[config.mk]
export PLATFORM = sky130hd
export DESIGN_NAME = fwsp_poller
export DESIGN_NICKNAME = d
export VERILOG_FILES = /design/src/common/fwsp_pkg.sv /design/src/rtl/fwsp_poller.sv /design/src/rtl/fwsp_axil_regs.sv
export SDC_FILE = /design/constraint.sdc
export NUM_CORES = 1
export LEC_CHECK = 0
export BUFFER_PORTS_ARGS = -buffer_cell sky130_fd_sc_hd__buf_2
export CAP_MARGIN = 20
export CORE_ASPECT_RATIO = 1.2
export CORE_MARGIN = 10
export CORE_UTILIZATION = 25
export CTS_CLUSTER_SIZE = 20
export DETAILED_ROUTE_END_ITERATION = 8
export SLEW_MARGIN = 20
export SYNTH_ARGS = -nofsm -noshare
export SYNTH_HDL_FRONTEND = slang
export SYNTH_HIERARCHICAL = 1
export SYNTH_SLANG_ARGS = --single-unit
[constraint.sdc]
create_clock -name clock -period 3.4 [get_ports clock]
set_input_delay 0.34 -clock clock [delete_from_list [all_inputs] [get_ports clock]]
set_output_delay 0.34 -clock clock [all_outputs]
set_load 0.05 [all_outputs]
[src/common/fwsp_pkg.sv]
// shared constants and types of the flash write status poller
// assumes one 10 MHz clock and software access over AXI4-Lite
package fwsp_pkg;

  // ==========================================================
  // timing
  localparam int CLK_NS  = 100;  // clock period
  localparam int READ_NS = 150;  // least time the flash needs to drive data
  localparam int WP_NS   = 100;  // least width of the write strobe
  localparam int RD_CYC  = (READ_NS + CLK_NS - 1) / CLK_NS;
  localparam int WP_CYC  = (WP_NS + CLK_NS - 1) / CLK_NS;
  // two extra cycles cover the pin synchroniser
  localparam logic [3:0] RD_HOLD = 4'(RD_CYC + 2);
  localparam logic [3:0] WP_HOLD = 4'(WP_CYC);

  // ==========================================================
  // flash status bits and commands
  localparam int POLL_BIT    = 7;
  localparam int TOGGLE_BIT  = 6;
  localparam int TIMEOUT_BIT = 5;
  localparam int SECTOR_BIT  = 2;
  localparam logic [7:0] RESET_CMD = 8'hF0;

  // ==========================================================
  // register map
  localparam logic [7:0] OFF_CTRL = 8'h00;
  localparam logic [7:0] OFF_ADDR = 8'h04;
  localparam logic [7:0] OFF_EXP  = 8'h08;
  localparam logic [7:0] OFF_STAT = 8'h0C;
  localparam logic [7:0] OFF_DATA = 8'h10;
  localparam int CTRL_OP_LSB    = 0;
  localparam int CTRL_PAUSE_BIT = 2;
  localparam int ST_BUSY   = 0;
  localparam int ST_PASS   = 1;
  localparam int ST_FAIL   = 2;
  localparam int ST_READY  = 3;
  localparam int ST_SECTOR = 4;
  localparam int ST_PAUSED = 5;
  localparam logic [31:0] ADDR_RST = 32'h0000_0000;
  localparam logic [7:0]  EXP_RST  = 8'h00;
  localparam logic [1:0]  RESP_OKAY   = 2'h0;
  localparam logic [1:0]  RESP_SLVERR = 2'h2;

  // ==========================================================
  // types
  typedef enum logic [1:0] {
    OP_NONE        = 2'h0,
    OP_DATA_POLL   = 2'h1,
    OP_TOGGLE_POLL = 2'h2,
    OP_RESET       = 2'h3
  } fwsp_op_t;

  typedef enum logic [4:0] {
    S_IDLE   = 5'h01,
    S_READ   = 5'h02,
    S_DECIDE = 5'h04,
    S_WRITE  = 5'h08,
    S_PAUSE  = 5'h10
  } fwsp_state_t;

  typedef struct packed {
    logic        start;
    fwsp_op_t    op;
    logic        pause;
    logic [31:0] addr;
    logic [7:0]  expData;
  } fwsp_cmd_t;

  typedef struct packed {
    logic       busy;
    logic       pass;
    logic       fail;
    logic       ready;
    logic       sectorToggle;
    logic       paused;
    logic [7:0] data;
  } fwsp_stat_t;

  typedef struct packed {
    logic [31:0] addr;
    logic [7:0]  dqOut;
    logic        dqOe;
    logic        ceB;
    logic        oeB;
    logic        weB;
  } fwsp_pins_t;

endpackage : fwsp_pkg

[src/rtl/fwsp_poller.sv]
// host-side poller of a parallel flash's program and erase status
// assumes a 10 MHz clock and flash pins sampled through two flops
//
// Summary of operation
// [RULE1] data poll valid after final write strobe
// [RULE2] programming shows inverted bit seven
// [RULE3] finished program shows true bit seven
// [RULE4] host polls at the programmed address
// [RULE5] protected program polls briefly then reads
// [RULE6] erase shows bit seven low, then high
// [RULE7] host polls inside a selected erase sector
// [RULE8] all-protected erase polls briefly then reads
// [RULE9] protected sectors skipped, status there unreliable
// [RULE10] trust all eight lines one read later
// [RULE11] reread bit seven after timeout flag
// [RULE12] open-drain ready/busy valid after command
// [RULE13] ready/busy low while programming or erasing
// [RULE14] bit six inverts every read while busy
// [RULE15] toggle valid from final write strobe
// [RULE16] all-protected erase toggles briefly
// [RULE17] protected program toggles briefly
// [RULE18] erase suspend stops toggle, program resumes it
// [RULE19] bit two toggles in selected erase sectors
// [RULE20] read twice and compare toggle bit
// [RULE21] toggle after timeout means failure, reset
// [RULE22] resumed polling restarts with double read
// [RULE23] bit five high on exceeded pulse limit
// [RULE24] status driven only when strobes low
`timescale 1ns/1ps
module fwsp_poller (
  input  wire logic                 clock,
  input  wire logic                 rst_b,
  input  wire logic [7:0]           s_axi_awaddr,
  input  wire logic                 s_axi_awvalid,
  output logic                      s_axi_awready,
  input  wire logic [31:0]          s_axi_wdata,
  input  wire logic [3:0]           s_axi_wstrb,
  input  wire logic                 s_axi_wvalid,
  output logic                      s_axi_wready,
  output logic [1:0]                s_axi_bresp,
  output logic                      s_axi_bvalid,
  input  wire logic                 s_axi_bready,
  input  wire logic [7:0]           s_axi_araddr,
  input  wire logic                 s_axi_arvalid,
  output logic                      s_axi_arready,
  output logic [31:0]               s_axi_rdata,
  output logic [1:0]                s_axi_rresp,
  output logic                      s_axi_rvalid,
  input  wire logic                 s_axi_rready,
  output fwsp_pkg::fwsp_pins_t      flashPins,
  input  wire logic [7:0]           flashDqIn,
  input  wire logic                 readyBusyIn
);

  // ==========================================================
  // register file
  fwsp_pkg::fwsp_cmd_t  cmd;
  fwsp_pkg::fwsp_stat_t stat;

  fwsp_axil_regs u_regs (
    .clock         (clock),
    .rst_b         (rst_b),
    .s_axi_awaddr  (s_axi_awaddr),
    .s_axi_awvalid (s_axi_awvalid),
    .s_axi_awready (s_axi_awready),
    .s_axi_wdata   (s_axi_wdata),
    .s_axi_wstrb   (s_axi_wstrb),
    .s_axi_wvalid  (s_axi_wvalid),
    .s_axi_wready  (s_axi_wready),
    .s_axi_bresp   (s_axi_bresp),
    .s_axi_bvalid  (s_axi_bvalid),
    .s_axi_bready  (s_axi_bready),
    .s_axi_araddr  (s_axi_araddr),
    .s_axi_arvalid (s_axi_arvalid),
    .s_axi_arready (s_axi_arready),
    .s_axi_rdata   (s_axi_rdata),
    .s_axi_rresp   (s_axi_rresp),
    .s_axi_rvalid  (s_axi_rvalid),
    .s_axi_rready  (s_axi_rready),
    .cmd           (cmd),
    .stat          (stat)
  );

  // ==========================================================
  // pin synchronisers; the flash has no clock of ours
  logic [7:0] dqMeta, dqSync;
  logic       rbMeta, rbSync;
  always_ff @(posedge clock) begin
    if (!rst_b) begin
      dqMeta <= 8'h00;
      dqSync <= 8'h00;
      rbMeta <= 1'b1;
      rbSync <= 1'b1;
    end else begin
      dqMeta <= flashDqIn;
      dqSync <= dqMeta;
      rbMeta <= readyBusyIn;  // shared pulled-up line, see [RULE12]
      rbSync <= rbMeta;
    end
  end

  // ==========================================================
  // poll sequencer
  fwsp_pkg::fwsp_state_t state, next_state;
  fwsp_pkg::fwsp_op_t    op, next_op;
  fwsp_pkg::fwsp_pins_t  next_pins;
  logic [3:0]  cnt, next_cnt;
  logic [31:0] pollAddr, next_pollAddr;
  logic [7:0]  data, next_data, firstDq, next_firstDq;
  logic expBit, next_expBit, readIdx, next_readIdx;
  logic recheck, next_recheck, finalRd, next_finalRd;
  logic pass, next_pass, fail, next_fail, sector, next_sector;

  // next values of sequencer and pins
  always_comb begin
    next_state    = state;
    next_op       = op;
    next_cnt      = cnt;
    next_pollAddr = pollAddr;
    next_data     = data;
    next_firstDq  = firstDq;
    next_expBit   = expBit;
    next_readIdx  = readIdx;
    next_recheck  = recheck;
    next_finalRd  = finalRd;
    next_pass     = pass;
    next_fail     = fail;
    next_sector   = sector;
    // strobes idle high and bus released unless a cycle runs
    next_pins     = '{addr: pollAddr, dqOut: 8'h00, dqOe: 1'b0,
                      ceB: 1'b1, oeB: 1'b1, weB: 1'b1};
    case (state)
      fwsp_pkg::S_IDLE: begin
        if (cmd.start) begin
          next_op       = cmd.op;
          next_pollAddr = cmd.addr;  // see [RULE4] see [RULE7]
          next_expBit   = cmd.expData[fwsp_pkg::POLL_BIT];
          next_pass     = 1'b0;
          next_fail     = 1'b0;
          next_sector   = 1'b0;
          next_readIdx  = 1'b0;
          next_recheck  = 1'b0;
          next_finalRd  = 1'b0;
          next_cnt      = 4'h0;
          next_state    = (cmd.op == fwsp_pkg::OP_RESET) ?
                          fwsp_pkg::S_WRITE : fwsp_pkg::S_READ;
        end
      end
      fwsp_pkg::S_READ: begin
        if (cnt == fwsp_pkg::RD_HOLD) begin
          next_data  = dqSync;
          next_cnt   = 4'h0;
          next_state = fwsp_pkg::S_DECIDE;
        end else begin
          next_cnt      = cnt + 4'h1;
          next_pins.ceB = 1'b0;  // both strobes low for status, see [RULE24]
          next_pins.oeB = 1'b0;
        end
      end
      fwsp_pkg::S_DECIDE: begin
        next_state = fwsp_pkg::S_READ;
        if (finalRd) begin
          // a later read carries valid data on all lines, see [RULE10]
          next_pass  = 1'b1;
          next_state = fwsp_pkg::S_IDLE;
        end else if (op == fwsp_pkg::OP_DATA_POLL) begin
          // true bit seven ends program or erase, see [RULE3] see [RULE6]
          if (data[fwsp_pkg::POLL_BIT] == expBit) begin
            next_finalRd = 1'b1;
          end else if (recheck) begin
            next_fail  = 1'b1;  // see [RULE11]
            next_state = fwsp_pkg::S_WRITE;
          end else if (data[fwsp_pkg::TIMEOUT_BIT]) begin
            next_recheck = 1'b1;  // see [RULE11] see [RULE23]
          end else if (cmd.pause) begin
            next_state = fwsp_pkg::S_PAUSE;
          end
        end else if (!readIdx) begin
          next_firstDq = data;  // first of the double read, see [RULE20]
          next_readIdx = 1'b1;
        end else begin
          if (data[fwsp_pkg::SECTOR_BIT]
              != firstDq[fwsp_pkg::SECTOR_BIT]) begin
            next_sector = 1'b1;  // sector toggle seen, see [RULE19]
          end
          if (data[fwsp_pkg::TOGGLE_BIT]
              == firstDq[fwsp_pkg::TOGGLE_BIT]) begin
            next_finalRd = 1'b1;  // see [RULE20] see [RULE14]
          end else if (recheck) begin
            next_fail  = 1'b1;  // still toggling, see [RULE21]
            next_state = fwsp_pkg::S_WRITE;
          end else if (data[fwsp_pkg::TIMEOUT_BIT]) begin
            next_recheck = 1'b1;  // see [RULE21]
            next_firstDq = data;
          end else begin
            next_readIdx = 1'b0;
            if (cmd.pause) begin
              next_state = fwsp_pkg::S_PAUSE;
            end
          end
        end
      end
      fwsp_pkg::S_WRITE: begin
        // reset command; data held one cycle past the strobe
        next_pins.addr  = 32'h0000_0000;
        next_pins.dqOut = fwsp_pkg::RESET_CMD;
        next_pins.dqOe  = 1'b1;
        next_cnt        = cnt + 4'h1;
        if (cnt < fwsp_pkg::WP_HOLD) begin
          next_pins.ceB = 1'b0;
          next_pins.weB = 1'b0;
        end else if (cnt > fwsp_pkg::WP_HOLD) begin
          next_pins.dqOe = 1'b0;
          next_cnt       = 4'h0;
          next_state     = fwsp_pkg::S_IDLE;
        end
      end
      fwsp_pkg::S_PAUSE: begin
        // resume always from a fresh double read, see [RULE22]
        next_readIdx = 1'b0;
        next_recheck = 1'b0;
        if (!cmd.pause) begin
          next_state = fwsp_pkg::S_READ;
        end
      end
      default: next_state = fwsp_pkg::S_IDLE;
    endcase
  end

  // sequencer registers
  always_ff @(posedge clock) begin
    if (!rst_b) begin
      state     <= fwsp_pkg::S_IDLE;
      op        <= fwsp_pkg::OP_NONE;
      cnt       <= 4'h0;
      pollAddr  <= fwsp_pkg::ADDR_RST;
      data      <= 8'h00;
      firstDq   <= 8'h00;
      expBit    <= 1'b0;
      readIdx   <= 1'b0;
      recheck   <= 1'b0;
      finalRd   <= 1'b0;
      pass      <= 1'b0;
      fail      <= 1'b0;
      sector    <= 1'b0;
      flashPins <= '{addr: 32'h0000_0000, dqOut: 8'h00, dqOe: 1'b0,
                     ceB: 1'b1, oeB: 1'b1, weB: 1'b1};
    end else begin
      state     <= next_state;
      op        <= next_op;
      cnt       <= next_cnt;
      pollAddr  <= next_pollAddr;
      data      <= next_data;
      firstDq   <= next_firstDq;
      expBit    <= next_expBit;
      readIdx   <= next_readIdx;
      recheck   <= next_recheck;
      finalRd   <= next_finalRd;
      pass      <= next_pass;
      fail      <= next_fail;
      sector    <= next_sector;
      flashPins <= next_pins;
    end
  end

  // status toward software
  assign stat = '{busy: state != fwsp_pkg::S_IDLE, pass: pass, fail: fail,
                  ready: rbSync, sectorToggle: sector,
                  paused: state == fwsp_pkg::S_PAUSE, data: data};

  // ==========================================================
  // checks
  poll_address_a: assert property ( // see [RULE4] see [RULE7]
    @(posedge clock) disable iff (!rst_b)
    !flashPins.oeB |-> flashPins.addr == pollAddr)
    else $error("status read away from the poll address");

  late_data_a: assert property ( // see [RULE10]
    @(posedge clock) disable iff (!rst_b)
    $rose(pass) |-> $past(finalRd, 1) && $past(state, 1) == fwsp_pkg::S_DECIDE)
    else $error("pass reported without a later full read");

  recheck_fail_a: assert property ( // see [RULE11]
    @(posedge clock) disable iff (!rst_b)
    $rose(fail) |-> $past(recheck, 1))
    else $error("failure declared without a recheck");

  double_read_a: assert property ( // see [RULE20]
    @(posedge clock) disable iff (!rst_b)
    (op == fwsp_pkg::OP_TOGGLE_POLL && $rose(finalRd)) |-> $past(readIdx, 1))
    else $error("toggle judged on a single read");

  fail_reset_a: assert property ( // see [RULE21]
    @(posedge clock) disable iff (!rst_b)
    $rose(fail) |-> ##1 (!flashPins.weB && flashPins.dqOe
                         && flashPins.dqOut == fwsp_pkg::RESET_CMD))
    else $error("reset command not issued after failure");

  restart_poll_a: assert property ( // see [RULE22]
    @(posedge clock) disable iff (!rst_b)
    (state == fwsp_pkg::S_PAUSE && !cmd.pause)
      |=> state == fwsp_pkg::S_READ && !readIdx && !recheck)
    else $error("resumed polling skipped the first read");

  read_strobe_a: assert property ( // see [RULE24]
    @(posedge clock) disable iff (!rst_b)
    !flashPins.oeB |-> !flashPins.ceB && !flashPins.dqOe && flashPins.weB)
    else $error("read strobe with bus driven or write strobe");

  recheck_read_a: assert property ( // see [RULE11]
    @(posedge clock) disable iff (!rst_b)
    $rose(recheck) |-> state == fwsp_pkg::S_READ ##1 !flashPins.oeB)
    else $error("no new read after timeout flag");

endmodule : fwsp_poller

[src/rtl/fwsp_axil_regs.sv]
// AXI4-Lite register file of the flash write status poller
// assumes the master keeps one write and one read in flight at most
`timescale 1ns/1ps
module fwsp_axil_regs (
  input  wire logic              clock,
  input  wire logic              rst_b,
  input  wire logic [7:0]        s_axi_awaddr,
  input  wire logic              s_axi_awvalid,
  output logic                   s_axi_awready,
  input  wire logic [31:0]       s_axi_wdata,
  input  wire logic [3:0]        s_axi_wstrb,
  input  wire logic              s_axi_wvalid,
  output logic                   s_axi_wready,
  output logic [1:0]             s_axi_bresp,
  output logic                   s_axi_bvalid,
  input  wire logic              s_axi_bready,
  input  wire logic [7:0]        s_axi_araddr,
  input  wire logic              s_axi_arvalid,
  output logic                   s_axi_arready,
  output logic [31:0]            s_axi_rdata,
  output logic [1:0]             s_axi_rresp,
  output logic                   s_axi_rvalid,
  input  wire logic              s_axi_rready,
  output fwsp_pkg::fwsp_cmd_t    cmd,
  input  wire fwsp_pkg::fwsp_stat_t stat
);

  // ==========================================================
  // decode and byte merge
  function automatic logic isMapped(input logic [7:0] a, input logic wr);
    isMapped = (a == fwsp_pkg::OFF_CTRL) || (a == fwsp_pkg::OFF_ADDR)
            || (a == fwsp_pkg::OFF_EXP)
            || (!wr && ((a == fwsp_pkg::OFF_STAT)
                     || (a == fwsp_pkg::OFF_DATA)));
  endfunction : isMapped

  function automatic logic [31:0] merge(input logic [31:0] old,
                                        input logic [31:0] nw,
                                        input logic [3:0]  strb);
    merge = old;
    for (int i = 0; i < 4; i++) begin
      if (strb[i]) begin
        merge[8*i +: 8] = nw[8*i +: 8];
      end
    end
  endfunction : merge

  logic        awHeld, next_awHeld, wHeld, next_wHeld;
  logic [7:0]  awAddr, next_awAddr;
  logic [31:0] wData, next_wData;
  logic [3:0]  wStrb, next_wStrb;
  logic        next_bvalid, next_rvalid;
  logic [1:0]  next_bresp, next_rresp;
  logic [31:0] next_rdata, ctrlWord, statWord;
  fwsp_pkg::fwsp_cmd_t next_cmd;

  // the slave takes address and data in either order
  assign s_axi_awready = !awHeld && !s_axi_bvalid;
  assign s_axi_wready  = !wHeld && !s_axi_bvalid;
  assign s_axi_arready = !s_axi_rvalid;
  assign ctrlWord = {29'h0000_0000, cmd.pause, cmd.op};
  always_comb begin
    statWord = 32'h0000_0000;
    statWord[fwsp_pkg::ST_BUSY]   = stat.busy;
    statWord[fwsp_pkg::ST_PASS]   = stat.pass;
    statWord[fwsp_pkg::ST_FAIL]   = stat.fail;
    statWord[fwsp_pkg::ST_READY]  = stat.ready;
    statWord[fwsp_pkg::ST_SECTOR] = stat.sectorToggle;
    statWord[fwsp_pkg::ST_PAUSED] = stat.paused;
  end

  // ==========================================================
  // next values of the bus and the registers
  always_comb begin
    next_awHeld = awHeld;
    next_awAddr = awAddr;
    next_wHeld  = wHeld;
    next_wData  = wData;
    next_wStrb  = wStrb;
    next_bvalid = s_axi_bvalid && !s_axi_bready;
    next_bresp  = s_axi_bresp;
    next_rvalid = s_axi_rvalid && !s_axi_rready;
    next_rresp  = s_axi_rresp;
    next_rdata  = s_axi_rdata;
    next_cmd    = cmd;
    next_cmd.start = 1'b0;  // start is a single-cycle pulse
    if (s_axi_awvalid && s_axi_awready) begin
      next_awHeld = 1'b1;
      next_awAddr = s_axi_awaddr;
    end
    if (s_axi_wvalid && s_axi_wready) begin
      next_wHeld = 1'b1;
      next_wData = s_axi_wdata;
      next_wStrb = s_axi_wstrb;
    end
    if (awHeld && wHeld && !s_axi_bvalid) begin
      next_awHeld = 1'b0;
      next_wHeld  = 1'b0;
      next_bvalid = 1'b1;
      next_bresp  = isMapped(awAddr, 1'b1) ? fwsp_pkg::RESP_OKAY
                                           : fwsp_pkg::RESP_SLVERR;
      case (awAddr)
        fwsp_pkg::OFF_CTRL: begin
          if (wStrb[0]) begin
            next_cmd.op    = fwsp_pkg::fwsp_op_t'(wData[1:0]);
            next_cmd.pause = wData[fwsp_pkg::CTRL_PAUSE_BIT];
            next_cmd.start = (wData[1:0] != fwsp_pkg::OP_NONE);
          end
        end
        fwsp_pkg::OFF_ADDR: next_cmd.addr = merge(cmd.addr, wData, wStrb);
        fwsp_pkg::OFF_EXP: begin
          if (wStrb[0]) begin
            next_cmd.expData = wData[7:0];
          end
        end
        default: ;
      endcase
    end
    if (s_axi_arvalid && s_axi_arready) begin
      next_rvalid = 1'b1;
      next_rresp  = isMapped(s_axi_araddr, 1'b0) ? fwsp_pkg::RESP_OKAY
                                                 : fwsp_pkg::RESP_SLVERR;
      case (s_axi_araddr)
        fwsp_pkg::OFF_CTRL: next_rdata = ctrlWord;
        fwsp_pkg::OFF_ADDR: next_rdata = cmd.addr;
        fwsp_pkg::OFF_EXP:  next_rdata = {24'h00_0000, cmd.expData};
        fwsp_pkg::OFF_STAT: next_rdata = statWord;
        fwsp_pkg::OFF_DATA: next_rdata = {24'h00_0000, stat.data};
        default:            next_rdata = 32'h0000_0000;
      endcase
    end
  end

  // ==========================================================
  // registers
  always_ff @(posedge clock) begin
    if (!rst_b) begin
      awHeld       <= 1'b0;
      awAddr       <= 8'h00;
      wHeld        <= 1'b0;
      wData        <= 32'h0000_0000;
      wStrb        <= 4'h0;
      s_axi_bvalid <= 1'b0;
      s_axi_bresp  <= fwsp_pkg::RESP_OKAY;
      s_axi_rvalid <= 1'b0;
      s_axi_rresp  <= fwsp_pkg::RESP_OKAY;
      s_axi_rdata  <= 32'h0000_0000;
      cmd          <= '{start: 1'b0, op: fwsp_pkg::OP_NONE, pause: 1'b0,
                        addr: fwsp_pkg::ADDR_RST,
                        expData: fwsp_pkg::EXP_RST};
    end else begin
      awHeld       <= next_awHeld;
      awAddr       <= next_awAddr;
      wHeld        <= next_wHeld;
      wData        <= next_wData;
      wStrb        <= next_wStrb;
      s_axi_bvalid <= next_bvalid;
      s_axi_bresp  <= next_bresp;
      s_axi_rvalid <= next_rvalid;
      s_axi_rresp  <= next_rresp;
      s_axi_rdata  <= next_rdata;
      cmd          <= next_cmd;
    end
  end

endmodule : fwsp_axil_regs

=== After elaboration in Yosys (flattened, before gate mapping) ===
Index checks and enable logic that the tools add are counted.
Widths: inputs -> output; s select.

* Bits in registers: 255
* Input port bits: 68
* Output and inout port bits: 85
* Logic and storage cells: 199

* Add/subtract/negate cells: 1
* Order comparisons: 2
* Equality and inequality tests: 34
* Mux-type cells: 69
* Bitwise logic cells: 3
* Reduce and logical (&&, ||, !) cells: 49

{| class="wikitable"
|+ Operator list
! operator !! number
|-
| $pmux 32 s5 || 1
|-
| $mux 5 || 13
|-
| $mux 1 || 33
|-
| $mux 7 || 4
|-
| $pmux 5 s5 || 1
|-
| $eq 8x4->1 const B || 3
|-
| $ne 2x2->1 const B || 12
|-
| $reduce_and 6->1 || 4
|-
| $reduce_and 3->1 || 7
|-
| $mux 4 || 5
|-
| $eq 8x3->1 const B || 2
|-
| $logic_not 8->1 || 2
|-
| $pmux 4 s3 || 1
|-
| $reduce_and 2->1 || 6
|-
| $pmux 1 s2 || 5
|-
| $logic_and 1x1->1 || 9
|-
| $mux 9 || 1
|-
| $ne 3x3->1 const B || 3
|-
| $eq 8x5->1 const B || 1
|-
| $reduce_and 4->1 || 2
|-
| $logic_not 1->1 || 6
|-
| $logic_or 1x1->1 || 6
|-
| $mux 2 || 3
|-
| $pmux 1 s3 || 2
|-
| other kinds (20) || 26
|}

=== Logic depth before layout (Yosys ltp) ===
* Depth in word-level cells: 8
* Gate-level depth with buffers: 8
* Mapped depth without buffers: 7

=== Modules after synthesis ===
Netlist, hierarchy kept.

{| class="wikitable"
|+ Modules (own cells, without submodules)
! module !! instances !! cells an instance !! area an instance (µm²) !! sequential area each (µm²)
|-
| fwsp_axil_regs || 1 || 580 || 5,104.9 || 2,522.4
|-
| fwsp_poller || 1 || 446 || 4,225.3 || 2,302.2
|}

=== Worst setup path before layout ===
Ideal clock, no wire load.

* Path type: register to register
* From: register u_regs.s_axi_bvalid
* To: register, netlist name u_regs/cmd[10]
* Library setup time: 119 ps
* Arrival: 1,896 ps
* Required time: 3,281 ps
* Setup slack: 1,385 ps
* Cell stages (with the launch flop): 5
* Buffers on the path: 1
* Clock period less this slack: 2,015 ps
* Cells stage by stage: dfxtp_1 > nand3b_1 > or4_4 > buf_6 > mux2i_1

* Longest elaborated chain between the ends: 3

{| class="wikitable"
|+ RTL lines
! element !! RTL line !! source
|-
| from (decl) || fwsp_axil_regs.sv:15 || <nowiki>output logic s_axi_bvalid,</nowiki>
|-
| from (signal assigned) || fwsp_axil_regs.sv:157 || <nowiki>s_axi_bvalid <= next_bvalid;</nowiki>
|-
| $logic_not 1->1 || fwsp_axil_regs.sv:96 || <nowiki>if (awHeld && wHeld && !s_axi_bvalid) begin</nowiki>
|-
| $logic_and 1x1->1 || fwsp_axil_regs.sv:96 ||
|-
| $reduce_and 3->1 (no source line) || n/a ||
|}

Every way passes these cells.
A chain may end at the register's enable or synchronous reset.

=== Final worst setup path ===
* From: register u_regs.s_axi_bvalid
* To: register, netlist name u_regs/cmd[26]

* Longest elaborated chain between the ends: 3

{| class="wikitable"
|+ RTL lines
! element !! RTL line
|-
| $logic_not 1->1 || fwsp_axil_regs.sv:96
|-
| $logic_and 1x1->1 || fwsp_axil_regs.sv:96
|-
| $reduce_and 3->1 (no source line) || n/a
|}

Every way passes these cells.

==> flow_summary.json <==
{
  "tritoncts.num_buffers": 25,
  "cts_root_buf": "clkbuf_16",
  "dr.pass1.iters": 5,
  "ys_async_sr_fraction": 0,
  "criticalPathCategory": "flop to flop",
  "clkTransAtPathRegs_ns": 0.06,
  "fmaxAchievable_ghz": 0.4656,
  "min-delay-path-class": "primary input to flop",
  "fin_crit_ns": 2.148,
  "timing.setup.tns_ns": 0,
  "place_congestion": 0.8201,
  "synth-main-ff-cell": "dfxtp_1",
  "avgRoutedWirePerCell_um": 15.77,
  "die_w_um": 196.4,
  "syn_area_um2": 9330,
  "grt_pass1_vias": 7032,
  "stdcell_count": 1628,
  "synth.distinct_cells": 61,
  "leakage_nw": 4.372,
  "route.detailed.drc": 0,
  "cp-end-kind": "flop",
  "drive_gt1_frac": 0.2132,
  "cap_violations": 0,
  "floorplan.die_area_um2": 45480,
  "numPortBuffers": 146,
  "dp.cells": 1584,
  "htree_levels": 1,
  "setup_viol": 0,
  "antenna_left": 0,
  "hold_violations": 0,
  "area_growth_pct": 19.99,
  "grt_max_degree": 187,
  "overflow": 0,
  "row_count": 77,
  "initial_utilization": 0.2529,
  "ys_ff_latch": 241,
  "grt_first_pass_wirelength_mm": 39.81,
  "grtUsageTotal": 0.1073,
  "vias": 7367,
  "status": "finished, final reports clean",
  "ir_drop_mv": 0.2524,
  "netlist_instances": 1026,
  "fin_worst_skew_ns": 0.01458,
  "clk_path_buf_depth": 3,
  "diodes": 0,
  "drv_slew": 0,
  "timing.slew.headroom": 0.3459,
  "via_per_inst": 4.525,
  "cts_tree": "done",
  "synth-edff-count": 0,
  "ios": 153,
  "core_um2": 36900,
  "cts_hold_buffers": 2,
  "post-route-period-util": 0.6317,
  "wirelength_mm": 25.67,
  "rsz0062_at_grt": "false",
  "yosys_warnings": 6,
  "cp_max_fo": 10,
  "die_y_um": 231.6,
  "insertion_delay_ns": 0.54,
  "antenna_found_initial": 1,
  "post_cts_resized": 0,
  "worst_slew_pin_slew_ns": 0.9782,
  "synth.avg_cell_area_um2": 9.094,
  "fin_nets": 1211,
  "worstPathRequired_ns": 3.86,
  "critPathArrivalTime_ns": 2.61,
  "dpl.hpwl_mm": 18.75,
  "post_cts.repair.setup_buffers": 0,
  "synth-seq-area-share": 0.5171,
  "drt_iter0_markers": 488,
  "power_density_nw_per_um2": 547.3,
  "cts.sinks": 241,
  "critPathLaunchType": "flop"
}
[critical path: stages (launching register included)]
cell	delay, ns
dfxtp_1	0.38
nand3b_1	0.55
nor4_4	0.87
mux2i_1	0.26
[metal layers]
metal,up-vias,wire [um],track usage,part of all wire
met4,2,554,0.03512,0.022
met3,39,1617,0.02253,0.063
met1,3426,12210,0.1446,0.48
li1,3700,-,-,-
met2,200,11270,0.1671,0.44
met5,-,11,0,0.00043
[sequential cells by signal, summed over array words and instances (netlist names), 2 cells and up]
register and flops:
u_regs/cmd 44, flashPins 37, pollAddr 32, u_regs/s_axi_rdata 32, u_regs/wData 32, data 8, dqMeta 8, dqSync 8
u_regs/awAddr 8, state 5, cnt 4, u_regs/wStrb 4, firstDq 2, op 2
[worst paths after layout]
path	end	startpoint	cells past startpoint	slack, ns
min reg2reg	rbSync$_SDFF_PN1_	rbMeta$_SDFF_PN1_	1	0.43
max reg2reg	u_regs/cmd[26]$_SDFFE_PN0P_	u_regs/s_axi_bvalid$_SDFF_PN0_	3	1.25
max	u_regs/cmd[26]$_SDFFE_PN0P_	u_regs/s_axi_bvalid$_SDFF_PN0_	3	1.25
min	dqMeta[2]$_SDFF_PN0_	flashDqIn[2]	2	0.02
[Yosys cell counts, types with 3 or more instances]
library cell  instances  area, um^2
clkbuf_1             47       176.4
o21ai_0              32       160.2
buf_1                 6       22.52
o2bb2ai_1             5       43.79
buf_2                 5       25.02
o21ai_1               4       20.02
nor4_4                4       85.08
a2bb2oi_1             4       35.03
nand2b_1             10       62.56
nand2_2              10       62.56
buf_6                 6       67.56
xor2_1                4       35.03
buf_4                10       75.07
nor2b_1               7       43.79
nand4_1               4       25.02
dfxtp_1             241        4825
a211oi_1              6       45.04
nor2_1               45       168.9
inv_1                11       41.29
a21oi_1              74       370.4
a31oi_1               3       18.77
nand3b_1             12       90.09
mux2_2                6       67.56
nor4bb_1             10       100.1
o211ai_1              4       30.03
nand3_1              60       300.3
a21oi_2              13       113.9
and3_1               35       219.0
nor3b_1               4       30.03
mux2i_1              64       640.6
nand2_1             222       833.3
and2_1               17       106.4
ha_1                  4       50.05
[cell families after synthesis]
| group | after synthesis | share of synthesized area |
|---|---|---|
| flops | 241 | 0.5171 |
| simple gates | 461 | 0.2473 |
| compound gates | 156 | 0.1025 |
| mux | 70 | 0.07590 |
| fa+ha+maj | 4 | 0.005364 |
| xor+xnor | 4 | 0.003754 |
| other cells | 2 | 0.0008049 |
| buf+inv | 88 | 0.04734 |
[cell usage in the layout (no fill, tap or decap), types with 17 or more instances in the layout]
master       n
and2_1      17
nand3_1     60
and3_1      35
buf_2      145
clkbuf_16   25
nor2_1      45
a21oi_1     74
mux2i_1     64
o21ai_0     32
nand2_1    221
dfxtp_1    241
[power breakdown]
part	switching, mW	internal, mW
logic	0.308	0.172
registers	0.0558	2.89
clock network	1.10	1.60
total	1.46	4.66
[layout make-up]
type / count / area, um^2
Fill cell: 3872 / 25700
Sequential cell: 241 / 4825
Multi-Input combinational cell: 701 / 4091
Timing Repair Buffer: 158 / 840.8
Clock buffer: 36 / 716.9
Tap cell: 474 / 593.1
Clock inverter: 6 / 83.83
Inverter: 12 / 45.04
[metrics by stage]
step	area (um^2)	hold WS (ns)	util	worst slack (ns)	total power, mW
3_5_place_dp	10380	0.4115	0.2812	1.253	3.483
4_1_cts	11200	0.002794	0.3034	1.226	6.212
5_1_grt	11200	0.01404	0.3034	0.9542	6.366
3_3_place_gp	10370	0.4109	0.2811	1.134	3.473
6_report	11200	0.01838	0.3034	1.252	6.127
2_1_floorplan	9345	0.3863	-	1.385	3.365
Power figures use the tool's default switching activity.
